### config.mk
export PLATFORM = sky130hd
export DESIGN_NAME = ppasr_top
export DESIGN_NICKNAME = d
export VERILOG_FILES = /design/src/hw/ppasr_pkg.sv /design/src/hw/ppasr_buf_if.sv /design/src/hw/ppasr_top.sv /design/src/hw/ppasr_buffers.sv
export SDC_FILE = /design/constraint.sdc
export NUM_CORES = 1
export LEC_CHECK = 0
export BUFFER_PORTS_ARGS = -buffer_cell sky130_fd_sc_hd__buf_4
export CORE_AREA = 2 2 133 135
export DETAILED_ROUTE_END_ITERATION = 16
export DIE_AREA = 0 0 135 137
export GPL_TIMING_DRIVEN = 0
export PLACE_DENSITY = 0.75
export SETUP_SLACK_MARGIN = 0.2
export SYNTH_ARGS = -nofsm -noshare
export SYNTH_HDL_FRONTEND = slang
export SYNTH_HIERARCHICAL = 1
export SYNTH_SLANG_ARGS = --single-unit
### constraint.sdc
create_clock -name clk_sys -period 2.7 [get_ports clk_sys]
set_input_delay 0.27 -clock clk_sys [delete_from_list [all_inputs] [get_ports clk_sys]]
set_output_delay 0.27 -clock clk_sys [all_outputs]
set_load 0.02 [all_outputs]
### src/hw/ppasr_pkg.sv
package ppasr_pkg;
   // register offsets on the plain register port
   localparam logic [3:0] OFF_DEST_ADDR = 4'h0;
   localparam logic [3:0] OFF_PIN_EN = 4'h1;
   localparam logic [3:0] OFF_STATUS = 4'h2;
   localparam logic [3:0] OFF_PAD_CFG = 4'h3;
   localparam logic [3:0] OFF_CONTROL = 4'h4;
   localparam logic [1:0] OFF_BUF_PAGE = 2'h2;
   // destination address fields
   localparam int DEST_TOP_BIT = 15;
   localparam int DEST_CS_BIT = 14;
   localparam int DEST_FIELD_W = 14;
   // pin enable fields
   localparam int PEN_CS_BIT = 14;
   localparam logic [15:0] PIN_EN_MASK = 16'h47FF;
   // buffer status fields
   localparam int ST_IN_ALL = 15;
   localparam int ST_IN_OVF = 14;
   localparam int ST_IN_FULL_LO = 8;
   localparam int ST_OUT_ALL = 7;
   localparam int ST_OUT_UNF = 6;
   localparam int ST_OUT_EMPTY_LO = 0;
   // pad configuration fields
   localparam int PAD_TTL_BIT = 0;
   localparam int PAD_CLKSEL_BIT = 1;
   localparam logic [1:0] PAD_CFG_MASK = 2'h3;
   // control fields
   localparam int CTL_MODE_LO = 0;
   localparam int CTL_STEP_LO = 2;
   localparam int CTL_CSF_LO = 4;
   localparam logic [1:0] CSF_CHIP_SELECT = 2'h2;
   // reset values
   localparam logic [15:0] DEST_ADDR_RST = 16'h0000;
   localparam logic [15:0] PIN_EN_RST = 16'h0000;
   localparam logic [1:0] PAD_CFG_RST = 2'h0;
   localparam logic [5:0] CONTROL_RST = 6'h00;
   localparam logic [7:0] BYTE_RST = 8'h00;
   typedef enum logic [1:0] {MODE_LEGACY_SLAVE, MODE_ADDR_SLAVE, MODE_MASTER_SEP, MODE_MASTER_COMB} ppasr_mode_e;
   typedef enum logic [1:0] {STEP_HOLD, STEP_INC, STEP_DEC, STEP_BUFFERS} ppasr_step_e;
endpackage

### src/hw/ppasr_buf_if.sv
`timescale 1ns/10ps
interface ppasr_buf_if;
   logic swRead;
   logic swWrite;
   logic [1:0] swIdx;
   logic [7:0] swWdata;
   logic [7:0] swRdata;
   logic extWrite;
   logic extRead;
   logic [1:0] extIdx;
   logic [7:0] extWdata;
   logic [7:0] extRdata;
   logic [3:0] inFull;
   logic [3:0] outEmpty;
   logic overflowEvt;
   logic underflowEvt;
   modport regs (output swRead, swWrite, swIdx, swWdata, extWrite, extRead, extIdx, extWdata,
      input swRdata, extRdata, inFull, outEmpty, overflowEvt, underflowEvt);
   modport store (input swRead, swWrite, swIdx, swWdata, extWrite, extRead, extIdx, extWdata,
      output swRdata, extRdata, inFull, outEmpty, overflowEvt, underflowEvt);
endinterface

### src/hw/ppasr_top.sv
`timescale 1ns/10ps
// Overview of operation
// (RULE1) destination bit 14 drives chip select output active when set
// (RULE2) destination bits 15 and 13..0 form the presented target address
// (RULE3) pad 14 enable hands the pad to the port, else general I/O
// (RULE4) enables 10..2 hand each address pad to the port, else general I/O
// (RULE5) enables 1..0 hand pads to address bits or latch strobes
// (RULE6) input-all-full reads 1 only when every input buffer holds data
// (RULE7) external write into a full input buffer sets sticky overflow
// (RULE8) per-buffer input flags set on fill, cleared by software read
// (RULE9) output-all-empty reads 1 only when all output buffers empty; resets 1
// (RULE10) external read of an empty output buffer sets sticky underflow
// (RULE11) per-buffer output-empty flags clear on software write; reset to 1
// (RULE12) unused status and pin-enable bits read zero and ignore writes
// (RULE13) pad configuration bit 0 picks TTL (1) or Schmitt (0) inputs
// (RULE14) pad configuration bit 1 picks seconds clock or alarm pulse out
// (RULE15) address field holds, increments or decrements after each cycle
// (RULE16) chip select function 10 makes pad 14 a chip select, else address
// (RULE17) mode field picks legacy slave, addressed slave or two master modes
// (RULE18) buffer flags ignore writes; writing 0 clears overflow and underflow
module ppasr_top #(
   parameter int BUF_COUNT = 4
) (
   input wire logic clk_sys,
   input wire logic reset_n,
   input wire logic [3:0] regAddr,
   input wire logic [15:0] regWdata,
   input wire logic regWrite,
   input wire logic regRead,
   output logic [15:0] regRdata,
   input wire logic extWriteStbPin,
   input wire logic extReadStbPin,
   input wire logic [1:0] extAddrPin,
   input wire logic [7:0] extDataIn,
   output logic [7:0] extDataOut,
   output logic extDataOe,
   input wire logic transferDone,
   input wire logic addrLatchPhase,
   input wire logic latchHighStrobe,
   input wire logic latchLowStrobe,
   input wire logic secondsClock,
   input wire logic alarmPulse,
   output logic [15:0] targetAddress,
   output logic [14:0] padOut,
   output logic [14:0] padPortEn,
   output logic chipSelect,
   output logic csPadIsSelect,
   output logic inputThresholdTtl,
   output logic clockOutPin,
   output logic [1:0] portMode
);
   ppasr_buf_if bufBus();

   logic [15:0] dest_q;
   logic [15:0] pinEn_q;
   logic [1:0] padCfg_q;
   logic [5:0] control_q;
   logic ovf_q;
   logic unf_q;
   logic [15:0] regRdata_q;
   logic [15:0] regRdata_d;
   logic [15:0] statusWord;
   logic [1:0] wrSync1_q;
   logic [1:0] wrSync2_q;
   logic [1:0] wrSeen_q;
   logic [9:0] busSync1_q;
   logic [9:0] busSync2_q;
   logic extWrEvt;
   logic extRdEvt;
   logic slaveMode;
   logic [1:0] inPtr_q;
   logic [1:0] outPtr_q;
   logic [7:0] extDataOut_q;
   logic extDataOe_q;
   logic [15:0] targetAddress_q;
   logic [14:0] padOut_q;
   logic [14:0] padOut_d;
   logic [14:0] padPortEn_q;
   logic chipSelect_q;
   logic csPadIsSelect_q;
   logic inputThresholdTtl_q;
   logic clockOutPin_q;
   logic [1:0] portMode_q;
   ppasr_pkg::ppasr_mode_e mode;
   logic [1:0] stepMode;
   logic [1:0] csFunc;
   logic destWrite;
   logic statusWrite;

   // refused at elaboration: the status word has room for exactly four buffers
   if (BUF_COUNT != 4) begin : g_bad_count
      $error("status layout serves exactly four byte buffers");
   end

   // register page decode, used by strobes and by the read mux
   function automatic logic isBufAddr(input logic [3:0] a);
      return a[3:2] == ppasr_pkg::OFF_BUF_PAGE;
   endfunction

   function automatic logic hits(input logic [3:0] a, input logic [3:0] off);
      return a == off;
   endfunction

   assign mode = ppasr_pkg::ppasr_mode_e'(control_q[ppasr_pkg::CTL_MODE_LO +: 2]);
   assign stepMode = control_q[ppasr_pkg::CTL_STEP_LO +: 2];
   assign csFunc = control_q[ppasr_pkg::CTL_CSF_LO +: 2];
   assign destWrite = regWrite && hits(regAddr, ppasr_pkg::OFF_DEST_ADDR);
   assign statusWrite = regWrite && hits(regAddr, ppasr_pkg::OFF_STATUS);
   // only the two slave modes let the outside party touch the buffers
   assign slaveMode = mode == ppasr_pkg::MODE_LEGACY_SLAVE || mode == ppasr_pkg::MODE_ADDR_SLAVE; // [RULE17]

   // pin synchronisers; the second stage is looked at, plus a third strobe stage for edge detection
   always_ff @(posedge clk_sys) begin
      if (!reset_n) begin
         wrSync1_q <= 2'h0;
         wrSync2_q <= 2'h0;
         wrSeen_q <= 2'h0;
         busSync1_q <= 10'h000;
         busSync2_q <= 10'h000;
      end else begin
         wrSync1_q <= {extReadStbPin, extWriteStbPin};
         wrSync2_q <= wrSync1_q;
         wrSeen_q <= wrSync2_q;
         busSync1_q <= {extAddrPin, extDataIn};
         busSync2_q <= busSync1_q;
      end
   end

   // rising edges of the synced strobes; data rides two flops behind the pins too
   assign extWrEvt = wrSync2_q[0] && !wrSeen_q[0] && slaveMode; // [RULE17]
   assign extRdEvt = wrSync2_q[1] && !wrSeen_q[1] && slaveMode; // [RULE17]

   // legacy mode with buffer stepping walks the buffers in turn
   always_ff @(posedge clk_sys) begin
      if (!reset_n) begin
         inPtr_q <= 2'h0;
         outPtr_q <= 2'h0;
      end else begin
         if (extWrEvt && mode == ppasr_pkg::MODE_LEGACY_SLAVE && stepMode == ppasr_pkg::STEP_BUFFERS) begin
            inPtr_q <= inPtr_q + 2'h1; // [RULE15]
         end
         if (extRdEvt && mode == ppasr_pkg::MODE_LEGACY_SLAVE && stepMode == ppasr_pkg::STEP_BUFFERS) begin
            outPtr_q <= outPtr_q + 2'h1; // [RULE15]
         end
      end
   end

   // buffer strobes toward the store
   always_comb begin
      bufBus.swRead = regRead && isBufAddr(regAddr);
      bufBus.swWrite = regWrite && isBufAddr(regAddr);
      bufBus.swIdx = regAddr[1:0];
      bufBus.swWdata = regWdata[7:0];
      bufBus.extWrite = extWrEvt;
      bufBus.extRead = extRdEvt;
      bufBus.extWdata = busSync2_q[7:0];
      bufBus.extIdx = 2'h0;
      if (mode == ppasr_pkg::MODE_ADDR_SLAVE) begin
         bufBus.extIdx = busSync2_q[9:8];
      end else if (stepMode == ppasr_pkg::STEP_BUFFERS) begin
         bufBus.extIdx = extWrEvt ? inPtr_q : outPtr_q;
      end
   end

   ppasr_buffers #(.BUF_COUNT(BUF_COUNT)) u_buffers (
      .clk_sys(clk_sys),
      .reset_n(reset_n),
      .bus(bufBus.store)
   );

   // destination address; a software write wins over the automatic step
   always_ff @(posedge clk_sys) begin
      if (!reset_n) begin
         dest_q <= ppasr_pkg::DEST_ADDR_RST;
      end else if (destWrite) begin
         dest_q <= regWdata; // [RULE1] [RULE2]
      end else if (transferDone && stepMode == ppasr_pkg::STEP_INC) begin
         dest_q[ppasr_pkg::DEST_FIELD_W-1:0] <= dest_q[ppasr_pkg::DEST_FIELD_W-1:0] + 14'h1; // [RULE15]
      end else if (transferDone && stepMode == ppasr_pkg::STEP_DEC) begin
         dest_q[ppasr_pkg::DEST_FIELD_W-1:0] <= dest_q[ppasr_pkg::DEST_FIELD_W-1:0] - 14'h1; // [RULE15]
      end
   end

   // configuration registers; unused pin enables are never stored
   always_ff @(posedge clk_sys) begin
      if (!reset_n) begin
         pinEn_q <= ppasr_pkg::PIN_EN_RST;
         padCfg_q <= ppasr_pkg::PAD_CFG_RST;
         control_q <= ppasr_pkg::CONTROL_RST;
      end else if (regWrite) begin
         if (hits(regAddr, ppasr_pkg::OFF_PIN_EN)) begin
            pinEn_q <= regWdata & ppasr_pkg::PIN_EN_MASK; // [RULE12]
         end
         if (hits(regAddr, ppasr_pkg::OFF_PAD_CFG)) begin
            padCfg_q <= regWdata[1:0] & ppasr_pkg::PAD_CFG_MASK; // [RULE13] [RULE14]
         end
         if (hits(regAddr, ppasr_pkg::OFF_CONTROL)) begin
            control_q <= regWdata[5:0]; // [RULE17]
         end
      end
   end

   // sticky error flags; a new event wins over a software clear
   always_ff @(posedge clk_sys) begin
      if (!reset_n) begin
         ovf_q <= 1'b0;
         unf_q <= 1'b0;
      end else begin
         if (bufBus.overflowEvt) begin
            ovf_q <= 1'b1; // [RULE7]
         end else if (statusWrite && !regWdata[ppasr_pkg::ST_IN_OVF]) begin
            ovf_q <= 1'b0; // [RULE18]
         end
         if (bufBus.underflowEvt) begin
            unf_q <= 1'b1; // [RULE10]
         end else if (statusWrite && !regWdata[ppasr_pkg::ST_OUT_UNF]) begin
            unf_q <= 1'b0; // [RULE18]
         end
      end
   end

   // status word; the buffer flags are views of the store, not writable
   always_comb begin
      statusWord = 16'h0000; // [RULE12]
      statusWord[ppasr_pkg::ST_IN_ALL] = &bufBus.inFull; // [RULE6]
      statusWord[ppasr_pkg::ST_IN_OVF] = ovf_q;
      statusWord[ppasr_pkg::ST_IN_FULL_LO +: 4] = bufBus.inFull;
      statusWord[ppasr_pkg::ST_OUT_ALL] = &bufBus.outEmpty; // [RULE9]
      statusWord[ppasr_pkg::ST_OUT_UNF] = unf_q;
      statusWord[ppasr_pkg::ST_OUT_EMPTY_LO +: 4] = bufBus.outEmpty;
   end

   // read mux; unmapped offsets read zero
   always_comb begin
      regRdata_d = 16'h0000;
      if (regRead) begin
         case (regAddr)
            ppasr_pkg::OFF_DEST_ADDR: regRdata_d = dest_q;
            ppasr_pkg::OFF_PIN_EN: regRdata_d = pinEn_q;
            ppasr_pkg::OFF_STATUS: regRdata_d = statusWord;
            ppasr_pkg::OFF_PAD_CFG: regRdata_d = {14'h0000, padCfg_q};
            ppasr_pkg::OFF_CONTROL: regRdata_d = {10'h000, control_q};
            default: regRdata_d = isBufAddr(regAddr) ? {8'h00, bufBus.swRdata} : 16'h0000;
         endcase
      end
   end

   // read data stands only in the cycle after the strobe
   always_ff @(posedge clk_sys) begin
      if (!reset_n) begin
         regRdata_q <= 16'h0000;
      end else begin
         regRdata_q <= regRdata_d;
      end
   end

   // outside read data; the pad is driven one cycle behind the synced read strobe
   always_ff @(posedge clk_sys) begin
      if (!reset_n) begin
         extDataOut_q <= ppasr_pkg::BYTE_RST;
         extDataOe_q <= 1'b0;
      end else begin
         if (extRdEvt) begin
            extDataOut_q <= bufBus.extRdata;
         end
         extDataOe_q <= wrSync2_q[1] && slaveMode;
      end
   end

   // pad functions; pads 13..11 do not exist on the port
   always_comb begin
      padOut_d = dest_q[14:0]; // [RULE4]
      padOut_d[13:11] = 3'h0;
      if (addrLatchPhase) begin
         padOut_d[1:0] = {latchHighStrobe, latchLowStrobe}; // [RULE5]
      end
   end

   // pad and pin outputs all leave from flops
   always_ff @(posedge clk_sys) begin
      if (!reset_n) begin
         targetAddress_q <= ppasr_pkg::DEST_ADDR_RST;
         padOut_q <= 15'h0000;
         padPortEn_q <= 15'h0000;
         chipSelect_q <= 1'b0;
         csPadIsSelect_q <= 1'b0;
         inputThresholdTtl_q <= 1'b0;
         clockOutPin_q <= 1'b0;
         portMode_q <= 2'h0;
      end else begin
         targetAddress_q <= {dest_q[ppasr_pkg::DEST_TOP_BIT], 1'b0, dest_q[13:0]}; // [RULE2]
         padOut_q <= padOut_d;
         padPortEn_q <= pinEn_q[14:0]; // [RULE3] [RULE4] [RULE5]
         chipSelect_q <= dest_q[ppasr_pkg::DEST_CS_BIT]; // [RULE1]
         csPadIsSelect_q <= csFunc == ppasr_pkg::CSF_CHIP_SELECT; // [RULE16]
         inputThresholdTtl_q <= padCfg_q[ppasr_pkg::PAD_TTL_BIT]; // [RULE13]
         clockOutPin_q <= padCfg_q[ppasr_pkg::PAD_CLKSEL_BIT] ? secondsClock : alarmPulse; // [RULE14]
         portMode_q <= mode; // [RULE17]
      end
   end

   assign regRdata = regRdata_q;
   assign extDataOut = extDataOut_q;
   assign extDataOe = extDataOe_q;
   assign targetAddress = targetAddress_q;
   assign padOut = padOut_q;
   assign padPortEn = padPortEn_q;
   assign chipSelect = chipSelect_q;
   assign csPadIsSelect = csPadIsSelect_q;
   assign inputThresholdTtl = inputThresholdTtl_q;
   assign clockOutPin = clockOutPin_q;
   assign portMode = portMode_q;

   a_cs_from_write: assert property (@(posedge clk_sys) disable iff (!reset_n) // [RULE1]
      destWrite |-> ##2 chipSelect == $past(regWdata[14], 2))
      else $error("chip select does not follow written bit");
   a_target_addr: assert property (@(posedge clk_sys) disable iff (!reset_n) // [RULE2]
      destWrite ##1 !transferDone |-> ##1 targetAddress == {$past(regWdata[15], 2), 1'b0, $past(regWdata[13:0], 2)})
      else $error("target address differs from written value");
   a_pad_enables: assert property (@(posedge clk_sys) disable iff (!reset_n) // [RULE3]
      regWrite && regAddr == ppasr_pkg::OFF_PIN_EN |-> ##2 padPortEn == ($past(regWdata[14:0], 2) & 15'h47FF))
      else $error("pad enables do not follow pin enable write");
   a_unused_pads: assert property (@(posedge clk_sys) disable iff (!reset_n) // [RULE4]
      padPortEn[13:11] == 3'h0 && padOut[13:11] == 3'h0)
      else $error("missing pads were handed to the port");
   a_latch_pads: assert property (@(posedge clk_sys) disable iff (!reset_n) // [RULE5]
      reset_n && addrLatchPhase |=> padOut[1:0] == $past({latchHighStrobe, latchLowStrobe}))
      else $error("latch strobes not on low pads");
   a_in_all_full: assert property (@(posedge clk_sys) disable iff (!reset_n) // [RULE6]
      regRead && regAddr == ppasr_pkg::OFF_STATUS |=> regRdata[15] == (&$past(bufBus.inFull)))
      else $error("input-all-full flag wrong");
   a_overflow_sticks: assert property (@(posedge clk_sys) disable iff (!reset_n) // [RULE7]
      bufBus.overflowEvt |=> ovf_q ##1 (ovf_q || $past(statusWrite)))
      else $error("overflow flag not sticky");
   a_out_all_empty: assert property (@(posedge clk_sys) disable iff (!reset_n) // [RULE9]
      regRead && regAddr == ppasr_pkg::OFF_STATUS |=> regRdata[7] == (&$past(bufBus.outEmpty)))
      else $error("output-all-empty flag wrong");
   a_underflow_sets: assert property (@(posedge clk_sys) disable iff (!reset_n) // [RULE10]
      extRdEvt && bufBus.outEmpty[bufBus.extIdx] |=> unf_q)
      else $error("underflow not flagged");
   a_status_zeros: assert property (@(posedge clk_sys) disable iff (!reset_n) // [RULE12]
      regRead && regAddr == ppasr_pkg::OFF_STATUS |=> regRdata[13:12] == 2'h0 && regRdata[5:4] == 2'h0)
      else $error("unused status bits not zero");
   a_threshold: assert property (@(posedge clk_sys) disable iff (!reset_n) // [RULE13]
      regWrite && regAddr == ppasr_pkg::OFF_PAD_CFG |-> ##2 inputThresholdTtl == $past(regWdata[0], 2))
      else $error("threshold select wrong");
   a_clock_out: assert property (@(posedge clk_sys) disable iff (!reset_n) // [RULE14]
      reset_n |=> clockOutPin == ($past(padCfg_q[1]) ? $past(secondsClock) : $past(alarmPulse)))
      else $error("clock output source wrong");
   a_addr_step: assert property (@(posedge clk_sys) disable iff (!reset_n) // [RULE15]
      transferDone && !destWrite && stepMode == ppasr_pkg::STEP_INC |=> dest_q[13:0] == $past(dest_q[13:0]) + 14'h1)
      else $error("address did not increment");
   a_addr_hold: assert property (@(posedge clk_sys) disable iff (!reset_n) // [RULE15]
      reset_n && !destWrite && stepMode == ppasr_pkg::STEP_HOLD |=> $stable(dest_q))
      else $error("address moved in hold mode");
   a_cs_function: assert property (@(posedge clk_sys) disable iff (!reset_n) // [RULE16]
      reset_n && csFunc == ppasr_pkg::CSF_CHIP_SELECT |=> csPadIsSelect)
      else $error("pad 14 not a chip select");
   a_master_no_ext: assert property (@(posedge clk_sys) disable iff (!reset_n) // [RULE17]
      !slaveMode |-> !bufBus.extWrite && !bufBus.extRead)
      else $error("outside access in master mode");
   a_flag_no_set: assert property (@(posedge clk_sys) disable iff (!reset_n) // [RULE18]
      statusWrite && !ovf_q && !bufBus.overflowEvt |=> !ovf_q)
      else $error("software set the overflow flag");
endmodule

### src/hw/ppasr_buffers.sv
`timescale 1ns/10ps
module ppasr_buffers #(
   parameter int BUF_COUNT = 4
) (
   input wire logic clk_sys,
   input wire logic reset_n,
   ppasr_buf_if.store bus
);
   logic [7:0] inBuf_q [BUF_COUNT];
   logic [7:0] outBuf_q [BUF_COUNT];
   logic [BUF_COUNT-1:0] inFull_q;
   logic [BUF_COUNT-1:0] outEmpty_q;

   if (BUF_COUNT != 4) begin : g_bad_count
      $error("status layout serves exactly four byte buffers");
   end

   // reads are combinational so the top can register them with the strobe
   assign bus.swRdata = inBuf_q[bus.swIdx];
   assign bus.extRdata = outBuf_q[bus.extIdx];
   assign bus.inFull = inFull_q;
   assign bus.outEmpty = outEmpty_q;
   assign bus.overflowEvt = bus.extWrite && inFull_q[bus.extIdx];
   assign bus.underflowEvt = bus.extRead && outEmpty_q[bus.extIdx];

   // per-buffer data and flags; a fresh fill wins over a same-cycle clear
   for (genvar i = 0; i < BUF_COUNT; i++) begin : g_buf
      always_ff @(posedge clk_sys) begin
         if (!reset_n) begin
            inBuf_q[i] <= ppasr_pkg::BYTE_RST;
            outBuf_q[i] <= ppasr_pkg::BYTE_RST;
            inFull_q[i] <= 1'b0;
            outEmpty_q[i] <= 1'b1; // [RULE11]
         end else begin
            if (bus.extWrite && bus.extIdx == i && !inFull_q[i]) begin
               inBuf_q[i] <= bus.extWdata;
               inFull_q[i] <= 1'b1; // [RULE8]
            end else if (bus.swRead && bus.swIdx == i) begin
               inFull_q[i] <= 1'b0; // [RULE8]
            end
            if (bus.swWrite && bus.swIdx == i) begin
               outBuf_q[i] <= bus.swWdata;
               outEmpty_q[i] <= 1'b0; // [RULE11]
            end else if (bus.extRead && bus.extIdx == i) begin
               outEmpty_q[i] <= 1'b1; // [RULE11]
            end
         end
      end
   end

   a_in_read_clears: assert property (@(posedge clk_sys) disable iff (!reset_n) // [RULE8]
      bus.swRead && !(bus.extWrite && bus.extIdx == bus.swIdx) |=> !inFull_q[$past(bus.swIdx)])
      else $error("input flag not cleared by software read");
   a_out_write_fills: assert property (@(posedge clk_sys) disable iff (!reset_n) // [RULE11]
      bus.swWrite |=> !outEmpty_q[$past(bus.swIdx)] && outBuf_q[$past(bus.swIdx)] == $past(bus.swWdata))
      else $error("output buffer write not taken");
endmodule

== After elaboration in Yosys (flattened, before gate mapping) ==
Memories as Yosys holds them, arrays and structs flattened. A register that Yosys moved wholly into a read port is not among the register bits.
Index checks and enable logic that the tools add are counted.

* Logic and storage cells: 202
* Register bits after elaboration: 142
* Memories: 2
* Input port bits: 42
* RAM bits: 64

{| class="wikitable"
|+ Memory list
! memory !! words !! bits a word !! read ports !! clocked after memory_dff !! write ports !! line !! text
|-
| u_buffers.inBuf_q || 4 || 8 || 1 || 0 || 4 || ppasr_buffers.sv:9 || <nowiki>logic [7:0] inBuf_q [BUF_COUNT];</nowiki>
|-
| u_buffers.outBuf_q || 4 || 8 || 1 || 1 || 4 || ppasr_buffers.sv:10 || <nowiki>logic [7:0] outBuf_q [BUF_COUNT];</nowiki>
|}

* Equality and inequality tests: 16
* $add $sub $neg: 4
* Reductions and logical operators: 70
* Mux-type cells: 67
* Magnitude comparators: 1
* Bitwise gates (word level): 8

{| class="wikitable"
|+ Operators by type and width
! operator !! number
|-
| $pmux 16 s5 || 1
|-
| $mux 8 || 9
|-
| $mux 1 || 48
|-
| $mux 14 || 3
|-
| $logic_and 1x1->1 || 39
|-
| $reduce_bool 2->1 || 10
|-
| $eq 2x2->1 const B || 8
|-
| $add 14x1->14 const B || 1
|-
| $sub 14x1->14 const B || 1
|-
| $logic_not 1->1 || 9
|-
| $eq 2x1->1 const B || 4
|-
| $eq 4x2->1 const B || 2
|-
| $mux 2 || 4
|-
| $or 1x1->1 || 8
|-
| $reduce_and 2->1 || 4
|-
| $reduce_and 4->1 || 2
|-
| $logic_not 2->1 || 3
|-
| $add 2x1->2 const B || 2
|-
| $bmux 1 s2 || 2
|-
| $eq 4x1->1 const B || 1
|-
| $eq 4x3->1 const B || 1
|-
| $logic_not 4->1 || 1
|-
| $lt 2x3->1 const B || 1
|-
| $reduce_bool 3->1 || 1
|-
| $logic_or 1x1->1 || 1
|}

== Depth between registers and ports, before layout ==
Gate-level depths: netlist of run 1.

* Word-level depth: 13
* Depth in mapped cells: 9
* Depth with buffers taken out: 9

== Hierarchy ==
The synthesis of run 1 kept the hierarchy.

{| class="wikitable"
|+ By module, submodules not included
! module !! area an instance (sq um) !! times used !! cells each
|-
| ppasr_top || 5,417.7 || 1 || 555
|-
| ppasr_buffers || 3,359.5 || 1 || 231
|}

== Worst setup path before layout of run 1 ==
Ideal clock, no wire load.

* Path type: flip-flop to flip-flop
* Start point: register control_q[1]
* End point: memory u_buffers.inBuf_q[0][0], enable pin
* Required time: 2.313 ns
* Path slack: 0.093 ns
* Cell stages (with the launch flop): 8
* Arrival time: 2.221 ns
* Clock period less this slack: 2.607 ns
* Cell sequence: dfxtp_1 > nor3b_4 > mux2i_1 > o21ai_0 > buf_6 > buf_8 > buf_2 > o31ai_1

{| class="wikitable"
|+ RTL lines
! element !! line !! text
|-
| from (decl) || ppasr_top.sv:57 || <nowiki>logic [5:0] control_q;</nowiki>
|-
| from (signal assigned) || ppasr_top.sv:189 || <nowiki>control_q <= ppasr_pkg::CONTROL_RST;</nowiki>
|-
| from (signal assigned) || ppasr_top.sv:198 || <nowiki>control_q <= regWdata[5:0];</nowiki>
|-
| to (decl) || ppasr_buffers.sv:9 ||
|}

==> flow_metrics.env, run 1 <==
export IMPL_hpwl_um=15150
export IMPL_leakagePower_nw=4.223
export IMPL_routed_wirelength_um=21080
export IMPL_hold_path_class="in2reg"
export IMPL_crit_required_ns=2.86
export IMPL_peakVddDrop_mv=0.4536
export IMPL_max_slew_margin_rel_pct=39.71
export IMPL_regToRegSetupSlack_ns=0.30
export IMPL_portBuffers=110
export IMPL_fin_worst_skew_ns=0.008683
export IMPL_avgRoutedWirePerCell_um=18.10
export IMPL_crit_fanout=10
export IMPL_synth_avg_cell_area_sq_um=11.17
export IMPL_grt_max_degree=19
export IMPL_grt_pass1_wl_um=33040
export IMPL_grt_pass1_vias=6011
export IMPL_maxCapViolCount=0
export IMPL_h_tree_depth=4
export IMPL_die_area_sq_um=18500
export IMPL_viasPerCell=5.487
export IMPL_tightestPinTransition_ns=0.8990
export IMPL_drt_iter0_markers=547
export IMPL_seqCellArea_sq_um=4648
export IMPL_rr_endpoint="u_buffers/inBuf_q[2][3]"
export IMPL_overflow=0
export IMPL_insertedDiodeCount=0
export IMPL_r2r_start="control_q[1]"
export IMPL_clk_pin_slew_worst_paths_ns=0.08
export IMPL_place_area_sq_um=9907
export IMPL_vias=6392
export IMPL_antenna_found_initial=0
export IMPL_design_area_sq_um=10610
export IMPL_cts_tree="built"
export IMPL_finalMaxSlewViolations=0
export IMPL_place_gp_congestion=0.8943
export IMPL_netlist_instances=786
export IMPL_whs_endpoint="wrSync1_q[0]"
export IMPL_yosysSeqAreaShare_pct=52.92
export IMPL_synth_simple_area_share_pct=20.57
export IMPL_cts_root_buf="clkbuf_16"
export IMPL_nFillCells=1409
export IMPL_yosys_area_share_xor_xnor_pct=1.696
export IMPL_hold_depth=2
export IMPL_finalSetupViolCount=0
export IMPL_cp_arrival_ns=2.56
export IMPL_synth_area_mux_share_pct=6.914
export IMPL_ys_dominant_reg_cell="dfxtp_1"
export IMPL_synth_edf_count=64
export IMPL_cts_buffers=17
export IMPL_cts_sinks=200
export IMPL_power_density_nw_per_um2=587.4
export IMPL_outcome="finished, final reports clean"
export IMPL_synth_compound_area_share_pct=10.35
export IMPL_multi_input_area_sq_um=3749
export IMPL_drc=0
export IMPL_core_area_sq_um=17060
export IMPL_ant_nets=0
export IMPL_synth_area_sq_um=8777
export IMPL_post_route_min_period_ns=2.395
export IMPL_clockBufferDepth=2
export IMPL_synth_async_reset_ratio_pct=0
export IMPL_grtUsageTotal_pct=23.71
export IMPL_nNetsFinal=984
export IMPL_worstSetupStartpointType="flip-flop"
export IMPL_rsz0062_at_grt="no"
export IMPL_fmax_mhz=417.5
export IMPL_crit_type="reg2reg"
export IMPL_synth_top_family_by_area="simple AND/OR/NAND/NOR gates"
export IMPL_drive_gt1_share_pct=25.21
export IMPL_end_kind="flip-flop"
export IMPL_post_route_period_util_pct=88.71
export IMPL_dr_pass1_iters=6
export IMPL_ys_ff_latch=200
export IMPL_synth_fa_ha_area_share_pct=2.224
export IMPL_pin_count=119
export IMPL_rows=48
export IMPL_clkLatencyLatePin_ns=0.45
export IMPL_ys_types=73
export IMPL_tns_ns=0
export IMPL_hold_violations=0
export IMPL_die_y_um=137
export IMPL_yosys_warnings=6
export IMPL_hp_start="extWriteStbPin"
export IMPL_fp_dieW_um=135
export IMPL_r2r_cells=9
export IMPL_start_util_pct=51.46
export IMPL_areaGrowthSynthToFinish_pct=20.87
logic make-up (layout without fill, tap and decap cells):
| logic type | count (synthesis) | count (layout) |
|---|---|---|
| adder cells (fa/ha/maj) | 15 | 15 |
| AND/OR/NAND/NOR | 307 | 307 |
| AO/OA/AOI/OAI | 127 | 127 |
| flip-flops | 200 | 200 |
| XOR/XNOR | 17 | 17 |
| buffers and inverters | 84 | 232 |
| multiplexers | 35 | 35 |
| other | 1 | 7 |
synthesized netlist by cell type, types with 3 or more instances:
cell      number  share of area [%]
a21boi_0      20                1.7
a21o_1         3               0.26
a21oi_1       15               0.86
a21oi_2        4               0.40
a222oi_1       6               0.68
a22o_1         7               0.70
a22oi_1        4               0.34
a31oi_1       11               0.78
and2_1        98                7.0
and3_1         4               0.29
and3b_1        5               0.50
and4_1         4               0.40
buf_2         14               0.80
buf_4         28                2.4
clkbuf_1      19               0.81
dfxtp_1      136                 31
edfxtp_1      64                 22
ha_1          14                2.0
inv_1         18               0.77
mux2i_1       16                1.8
mux4_1         5                1.5
mux4_2        14                3.6
nand2_1       84                3.6
nand2b_1       5               0.36
nand3_1       15               0.86
nand3b_1       6               0.51
nor2_1        15               0.64
nor2b_1       18                1.3
nor3_1        17               0.97
nor3b_2        3               0.43
nor4_1        15                1.1
o211ai_1       5               0.43
o21a_1         8               0.68
o21ai_0       17               0.97
o21ai_1        5               0.29
o31ai_1        3               0.26
xnor2_1       10                1.0
xor2_1         7               0.70
flip-flops by register name (all words and copies together), names as in the netlist, 6 cells and up:
register and flops:
control_q 6, busSync2_q 10, u_buffers/outBuf_q 32, busSync1_q 10, dest_q 16, pinEn_q 12, regRdata 16, u_buffers/inBuf_q 32
padPortEn 12, targetAddress 15, extDataOut 8
area by class of cell:
cell class / instances / area share (%)
clock buffers: 20 / 4.411
flip-flops and latches: 200 / 43.81
well taps: 225 / 2.654
plain buffers: 66 / 3.845
multi-input cells: 508 / 35.33
repair buffers: 116 / 8.326
clock inverters: 12 / 0.9789
inverters: 18 / 0.6369
power breakdown:
| part | internal (mW) | switching [mW] | total [mW] |
|---|---|---|---|
| clock | 1.29 | 1.17 | 2.46 |
| sequential | 3.19 | 0.0410 | 3.23 |
| combinational | 0.244 | 0.297 | 0.541 |
| total | 4.72 | 1.51 | 6.23 |
how the worst max path moves through the flow:
stage,slack (ns),start,to,cells after the start
floorplan,0.09,control_q[1],u_buffers/inBuf_q[0][0],7
global placement,-0.50,control_q[1],u_buffers/inBuf_q[0][5],7
detailed placement,-0.56,control_q[1],u_buffers/inBuf_q[2][5],7
CTS,0.21,control_q[1],u_buffers/inBuf_q[0][6],8
global route,0.20,control_q[0],u_buffers/inBuf_q[2][7],8
finish,0.30,control_q[1],u_buffers/inBuf_q[2][3],9
layer usage:
| metal | vias up | share of wire [%] | global-route usage [%] |
|---|---|---|---|
| met5 | - | 0 | 0 |
| li1 | 3060 | - | - |
| met3 | 41 | 6.6 | 5.556 |
| met4 | 0 | 3.4 | 10.53 |
| met2 | 266 | 46 | 36.55 |
| met1 | 3025 | 44 | 32.03 |
repair_timing:
action                     CTS  global route
cloned                       0             0
hold buffers                 0             0
pin swaps                    2             3
resized for setup           11             8
setup buffers                5             1
setup endpoints to repair   43            32
worst max-delay path, stage by stage (launching register included):
cell and delay, ns:
dfxtp_4 0.40, nor3b_4 0.27, buf_4 0.16, mux2i_1 0.17, o21ai_0 0.12, buf_6 0.17
buf_8 0.16, buf_4 0.19, o31ai_4 0.29, buf_12 0.17
stage by stage:
stage | power [mW] | cells | setup WS [ns] | utilization (%) | hold slack (ns)
floorplan | 3.632 | 792 | 0.09281 | - | 0.3973
global placement | 3.811 | 1127 | -0.4989 | 58.08 | 0.4153
detailed placement | 3.821 | 1127 | -0.5632 | 58.08 | 0.4169
CTS | 6.264 | 1164 | 0.2102 | 62.00 | 0.01296
global route | 6.447 | 1165 | 0.2041 | 62.20 | 0.01279
finish | 6.232 | 1165 | 0.3049 | 62.20 | 0.02420
placed cells by master, fill, tap and decap left out, types with 6 or more instances in the layout:
master and n:
inv_1 18, ha_1 14, a222oi_1 6, o21ai_0 15, o21a_1 8, edfxtp_1 64, a21boi_0 20, nor4_1 15
a21oi_1 15, a22o_1 7, mux4_2 14, mux2i_1 16, conb_1 7, nand3b_1 6, nor2_1 15, xnor2_1 10
nand2_1 83, nor2b_1 18, dfxtp_1 135, a31oi_1 11, buf_4 145, clkbuf_1 20, xor2_1 7, buf_2 11
and2_1 98, nor3_1 17, clkbuf_16 18, nand3_1 15
Power figures use the tool's default switching activity.
==> inputs of run 2 (changes only) <==
- CORE_AREA: 2 2 133 135 -> 2 2 152 154
- DIE_AREA: 0 0 135 137 -> 0 0 154 156
- PLACE_DENSITY: 0.75 -> not set
- TNS_END_PERCENT: not set -> 5
==> run 2 against run 1 <==
  * Total power rose by 1.4%
  * Global-route usage fell by 4.3 points
  * Flip-flop and latch count did not move
  * Critical path type unchanged
==> flow_metrics.env, run 2 (synthesis gave the netlist of run 1 again) <==
export IMPL_routed_wirelength_um=22760
export IMPL_leakagePower_nw=4.233
export IMPL_rsz0062_at_grt="yes"
export IMPL_globalRouteMet2Util_pct=30.88
export IMPL_place_gp_congestion=0.8418
export IMPL_post_route_min_period_ns=2.560
export IMPL_hold_violations=0
export IMPL_p_total_mw=6.322
export IMPL_r2r_start="control_q[3]"
export IMPL_worstSetupStartpointType="flip-flop"
export IMPL_drive_gt1_share_pct=25.21
export IMPL_finalMaxSlewViolations=0
export IMPL_place_area_sq_um=9987
export IMPL_vias=6303
export IMPL_fp_dieW_um=154
export IMPL_core_area_sq_um=22370
export IMPL_fmax_mhz=390.6
export IMPL_drc=0
export IMPL_areaGrowthSynthToFinish_pct=21.88
export IMPL_met1_usage_pct=26.81
export IMPL_peakVddDrop_mv=0.3691
export IMPL_tightestPinTransition_ns=0.9468
export IMPL_max_slew_margin_rel_pct=36.50
export IMPL_start_util_pct=39.24
export IMPL_overflow=0
export IMPL_cts_tree="built"
export IMPL_cp_arrival_ns=2.71
export IMPL_grt_max_degree=19
export IMPL_hpwl_um=16250
export IMPL_top_regs="u_buffers/inBuf_q (32), u_buffers/outBuf_q (32)"
export IMPL_grt_pass1_vias=6118
export IMPL_viasPerCell=5.145
export IMPL_die_area_sq_um=24020
export IMPL_fin_worst_skew_ns=0.008327
export IMPL_grt_pass1_wl_um=35270
export IMPL_dr_pass1_iters=5
export IMPL_cts_sinks=200
export IMPL_drt_iter0_markers=544
export IMPL_final_cell_mix="buf_4, dfxtp_1, and2_1"
export IMPL_hold_path_class="in2reg"
export IMPL_grtUsageTotal_pct=19.41
export IMPL_outcome="finished, final reports clean"
export IMPL_post_route_period_util_pct=94.82
export IMPL_finalSetupViolCount=0
export IMPL_pin_count=119
export IMPL_final_common_cell="buf_4"
export IMPL_crit_type="reg2reg"
export IMPL_nNetsFinal=984
export IMPL_rows=55
export IMPL_design_area_sq_um=10700
export IMPL_crit_start="control_q[3]"
export IMPL_end_kind="flip-flop"
export IMPL_h_tree_depth=4
export IMPL_use_met3_pct=3.806
export IMPL_power_density_nw_per_um2=590.9
export IMPL_cts_hold_buf=0
export IMPL_die_y_um=156
export IMPL_insertedDiodeCount=0
export IMPL_cts_root_buf="clkbuf_16"
export IMPL_fin_ws_ns=0.1399
export IMPL_crit_required_ns=2.85
export IMPL_ant_nets=0
export IMPL_avgRoutedWirePerCell_um=18.58
export IMPL_pre_cts_ws_ns=-0.8330
export IMPL_hp_start="extDataIn[5]"
export IMPL_clockBufferDepth=2
export IMPL_portBuffers=110
export IMPL_utilization_pct=47.83
export IMPL_maxCapViolCount=0
export IMPL_antenna_found_initial=1
export IMPL_cts_buffers=17
export IMPL_clk_pin_slew_worst_paths_ns=0.07
export IMPL_clkLatencyLatePin_ns=0.44
export IMPL_crit_fanout=10
export IMPL_grt_busiest_layer="met2"
run 2: cell types whose count changed in the layout (fill, tap and decap cells not counted), sizes merged:
cell,change
clkinv,+1
clkbuf,-1
bufinv,+1
buf,-1
run 2: layout make-up:
class	count	area, sq um
clock inverter	14	133.9
clock buffer	18	450.4
buffer	66	401.6
sequential	200	4646
timing repair buffer	116	895.9
multi-input combinational	508	3746
tap	285	356.6
fill	2077	11670
inverter	18	67.56
run 2: stage by stage:
| step | setup TNS, ns | hold WS (ns) | cells |
|---|---|---|---|
| floorplan | 0 | 0.3973 | 792 |
| global placement | -24.62 | 0.4157 | 1187 |
| detailed placement | -24.49 | 0.4196 | 1187 |
| CTS | 0 | 0.02051 | 1224 |
| global route | 0 | 0.02199 | 1225 |
| finish | 0 | 0.03758 | 1225 |
run 2: per-layer routing:
layer | wire, um | part of all wire, %
met4 | 380 | 1.7
met5 | 0 | 0
met2 | 10640 | 47
met3 | 1139 | 5.0
met1 | 10600 | 47
run 2: timing repair:
| action | 4_1_cts | 5_1_grt |
|---|---|---|
| setup endpoints to repair | 50 | 37 |
| setup buffers | 5 | 1 |
| resized for setup | 10 | 3 |
| pin swaps | 2 | 2 |
run 2: path summary, 6_finish.rpt:
kind                             end  slack [ns]  depth (start not counted)
max          u_buffers/inBuf_q[2][6]        0.14                          8
min                    busSync1_q[5]        0.04                          2
max reg2reg  u_buffers/inBuf_q[2][6]        0.14                          8
min reg2reg             wrSync2_q[0]        0.43                          1
run 2: where the power goes:
group	switching (mW)	leakage [nW]	total, mW	internal (mW)
clock	1.19	0.296	2.54	1.35
combinational	0.306	2.19	0.552	0.246
sequential	0.0397	1.74	3.23	3.19
run 2: critical path, cell delays in order, from the launching register on:
cell and delay, ns:
dfxtp_1 0.43, nand2_1 0.20, or2_2 0.33, o21ai_0 0.17
clkbuf_4 0.25, buf_4 0.23, nand2_1 0.18, o31ai_4 0.30
buf_12 0.17
==> inputs of run 3 (changes only) <==
- CORE_AREA: 2 2 152 154 -> 2 2 133 135
- DIE_AREA: 0 0 154 156 -> 0 0 135 137
- PLACE_DENSITY: not set -> 0.75
==> run 3 against run 2 <==
  * Flip-flop and latch count is the same
  * Total power down 1.5%
  * Setup slack gained 0.062 ns
  * Sequential power barely moved
  * First-iteration DRC count increased by 3.7%
  * Global-route usage rose by 4.3 points
  * Hold slack lost 0.010 ns
==> flow_metrics.env, run 3 (synthesis gave the netlist of run 1 again) <==
export IMPL_peakVddDrop_mv=0.4476
export IMPL_cts_tree="built"
export IMPL_post_route_min_period_ns=2.498
export IMPL_cts_buffers=17
export IMPL_top_regs="u_buffers/inBuf_q (32), u_buffers/outBuf_q (32)"
export IMPL_vias=6393
export IMPL_dr_pass1_iters=5
export IMPL_tightestPinTransition_ns=0.8848
export IMPL_clk_pin_slew_worst_paths_ns=0.08
export IMPL_crit_fanout=10
export IMPL_grtUsageTotal_pct=23.71
export IMPL_ant_nets=0
export IMPL_rr_endpoint="u_buffers/inBuf_q[0][6]"
export IMPL_hold_slack_ns=0.02736
export IMPL_stdcell_count=1164
export IMPL_drc=0
export IMPL_max_slew_margin_rel_pct=40.66
export IMPL_hpwl_um=15150
export IMPL_cts_hold_buf=0
export IMPL_final_cell_mix="buf_4, dfxtp_1, and2_1"
export IMPL_clkLatencyLatePin_ns=0.44
export IMPL_leakagePower_nw=4.217
export IMPL_worstSetupStartpointType="flip-flop"
export IMPL_crit_type="reg2reg"
export IMPL_tns_ns=0
export IMPL_maxCapViolCount=0
export IMPL_hold_violations=0
export IMPL_nNetsFinal=983
export IMPL_pin_count=119
export IMPL_overflow=0
export IMPL_portBuffers=110
export IMPL_insertedDiodeCount=0
export IMPL_whs_endpoint="wrSync1_q[0]"
export IMPL_viasPerCell=5.492
export IMPL_crit_required_ns=2.79
export IMPL_grt_pass1_vias=6008
export IMPL_place_gp_congestion=0.8943
export IMPL_post_place_cells=1127
export IMPL_avgRoutedWirePerCell_um=18.11
export IMPL_antenna_found_initial=0
export IMPL_fin_ws_ns=0.2016
export IMPL_drt_iter0_markers=564
export IMPL_outcome="finished, final reports clean"
export IMPL_start_util_pct=51.46
export IMPL_hold_depth=2
export IMPL_regToRegSetupSlack_ns=0.20
export IMPL_die_y_um=137
export IMPL_power_density_nw_per_um2=587.6
export IMPL_die_area_sq_um=18500
export IMPL_seqCellArea_sq_um=4646
export IMPL_core_area_sq_um=17060
export IMPL_clockBufferDepth=2
export IMPL_rsz0062_at_grt="yes"
export IMPL_nFillCells=1410
export IMPL_rows=48
export IMPL_drive_gt1_share_pct=25.13
export IMPL_areaGrowthSynthToFinish_pct=20.73
export IMPL_finalMaxSlewViolations=0
export IMPL_multi_input_area_sq_um=3749
export IMPL_post_route_period_util_pct=92.54
export IMPL_cts_sinks=200
export IMPL_fin_worst_skew_ns=0.008930
export IMPL_grt_pass1_wl_um=33040
export IMPL_hp_start="extWriteStbPin"
export IMPL_cp_arrival_ns=2.59
export IMPL_final_common_cell="buf_4"
export IMPL_finalSetupViolCount=0
export IMPL_r2r_cells=8
export IMPL_pre_cts_ws_ns=-0.5632
export IMPL_r2r_start="control_q[1]"
export IMPL_fmax_mhz=400.2
export IMPL_fp_dieW_um=135
export IMPL_grt_max_degree=19
export IMPL_routed_wirelength_um=21080
export IMPL_hold_path_class="in2reg"
export IMPL_h_tree_depth=4
export IMPL_cts_root_buf="clkbuf_16"
export IMPL_end_kind="flip-flop"
[run 3: layout make-up]
| class | count | area share [%] |
|---|---|---|
| timing repair buffer | 115 | 8.265 |
| sequential | 200 | 43.84 |
| buffer | 66 | 3.826 |
| inverter | 18 | 0.6376 |
| multi-input combinational | 508 | 35.38 |
| clock inverter | 12 | 0.9800 |
| tap | 225 | 2.657 |
| clock buffer | 20 | 4.416 |
[run 3: timing repair]
item                                    4_1_cts  5_1_grt
gates resized for setup                      10        5
buffers inserted                              5        0
endpoints found under the setup margin       43       32
pin swaps                                     2        0
[run 3: stage by stage]
step / power [mW] / instance area, sq um / utilization [%]
after floorplan: 3.632 / 8800 / -
after global placement: 3.811 / 9907 / 58.08
after detailed placement: 3.821 / 9907 / 58.08
after CTS: 6.263 / 10570 / 61.96
after global routing: 6.446 / 10600 / 62.13
final: 6.226 / 10600 / 62.13
[run 3: metal layers]
metal  routed length (um)  global-route usage, %  vias up
met5                    0                      0        -
met4                  725                  10.59        0
met3                 1350                  5.185       42
met2                 9679                  36.58      265
met1                 9324                  32.22     3027
li1                     -                      -     3059
[run 3: worst max-delay path by stage]
stage / startpoint / endpoint / slack (ns)
2_1_floorplan: control_q[1] / u_buffers/inBuf_q[0][0] / 0.09
3_3_place_gp: control_q[1] / u_buffers/inBuf_q[0][5] / -0.50
3_5_place_dp: control_q[1] / u_buffers/inBuf_q[2][5] / -0.56
4_1_cts: control_q[2] / u_buffers/inBuf_q[3][4] / 0.20
5_1_grt: control_q[1] / u_buffers/inBuf_q[0][6] / 0.1
6_report: control_q[1] / u_buffers/inBuf_q[0][6] / 0.20
[run 3: report_power, final]
group	total (mW)	internal, mW	switching (mW)
registers	3.23	3.19	0.0412
clock network	2.46	1.29	1.17
logic	0.540	0.243	0.297
[run 3: critical path, cell delays in order, from the launching register on]
cell and delay (ns):
dfxtp_2 0.40, nor3b_4 0.26, buf_4 0.16, mux2i_1 0.17, o21ai_0 0.12, buf_6 0.17
buf_8 0.16, buf_2 0.22, o31ai_4 0.47
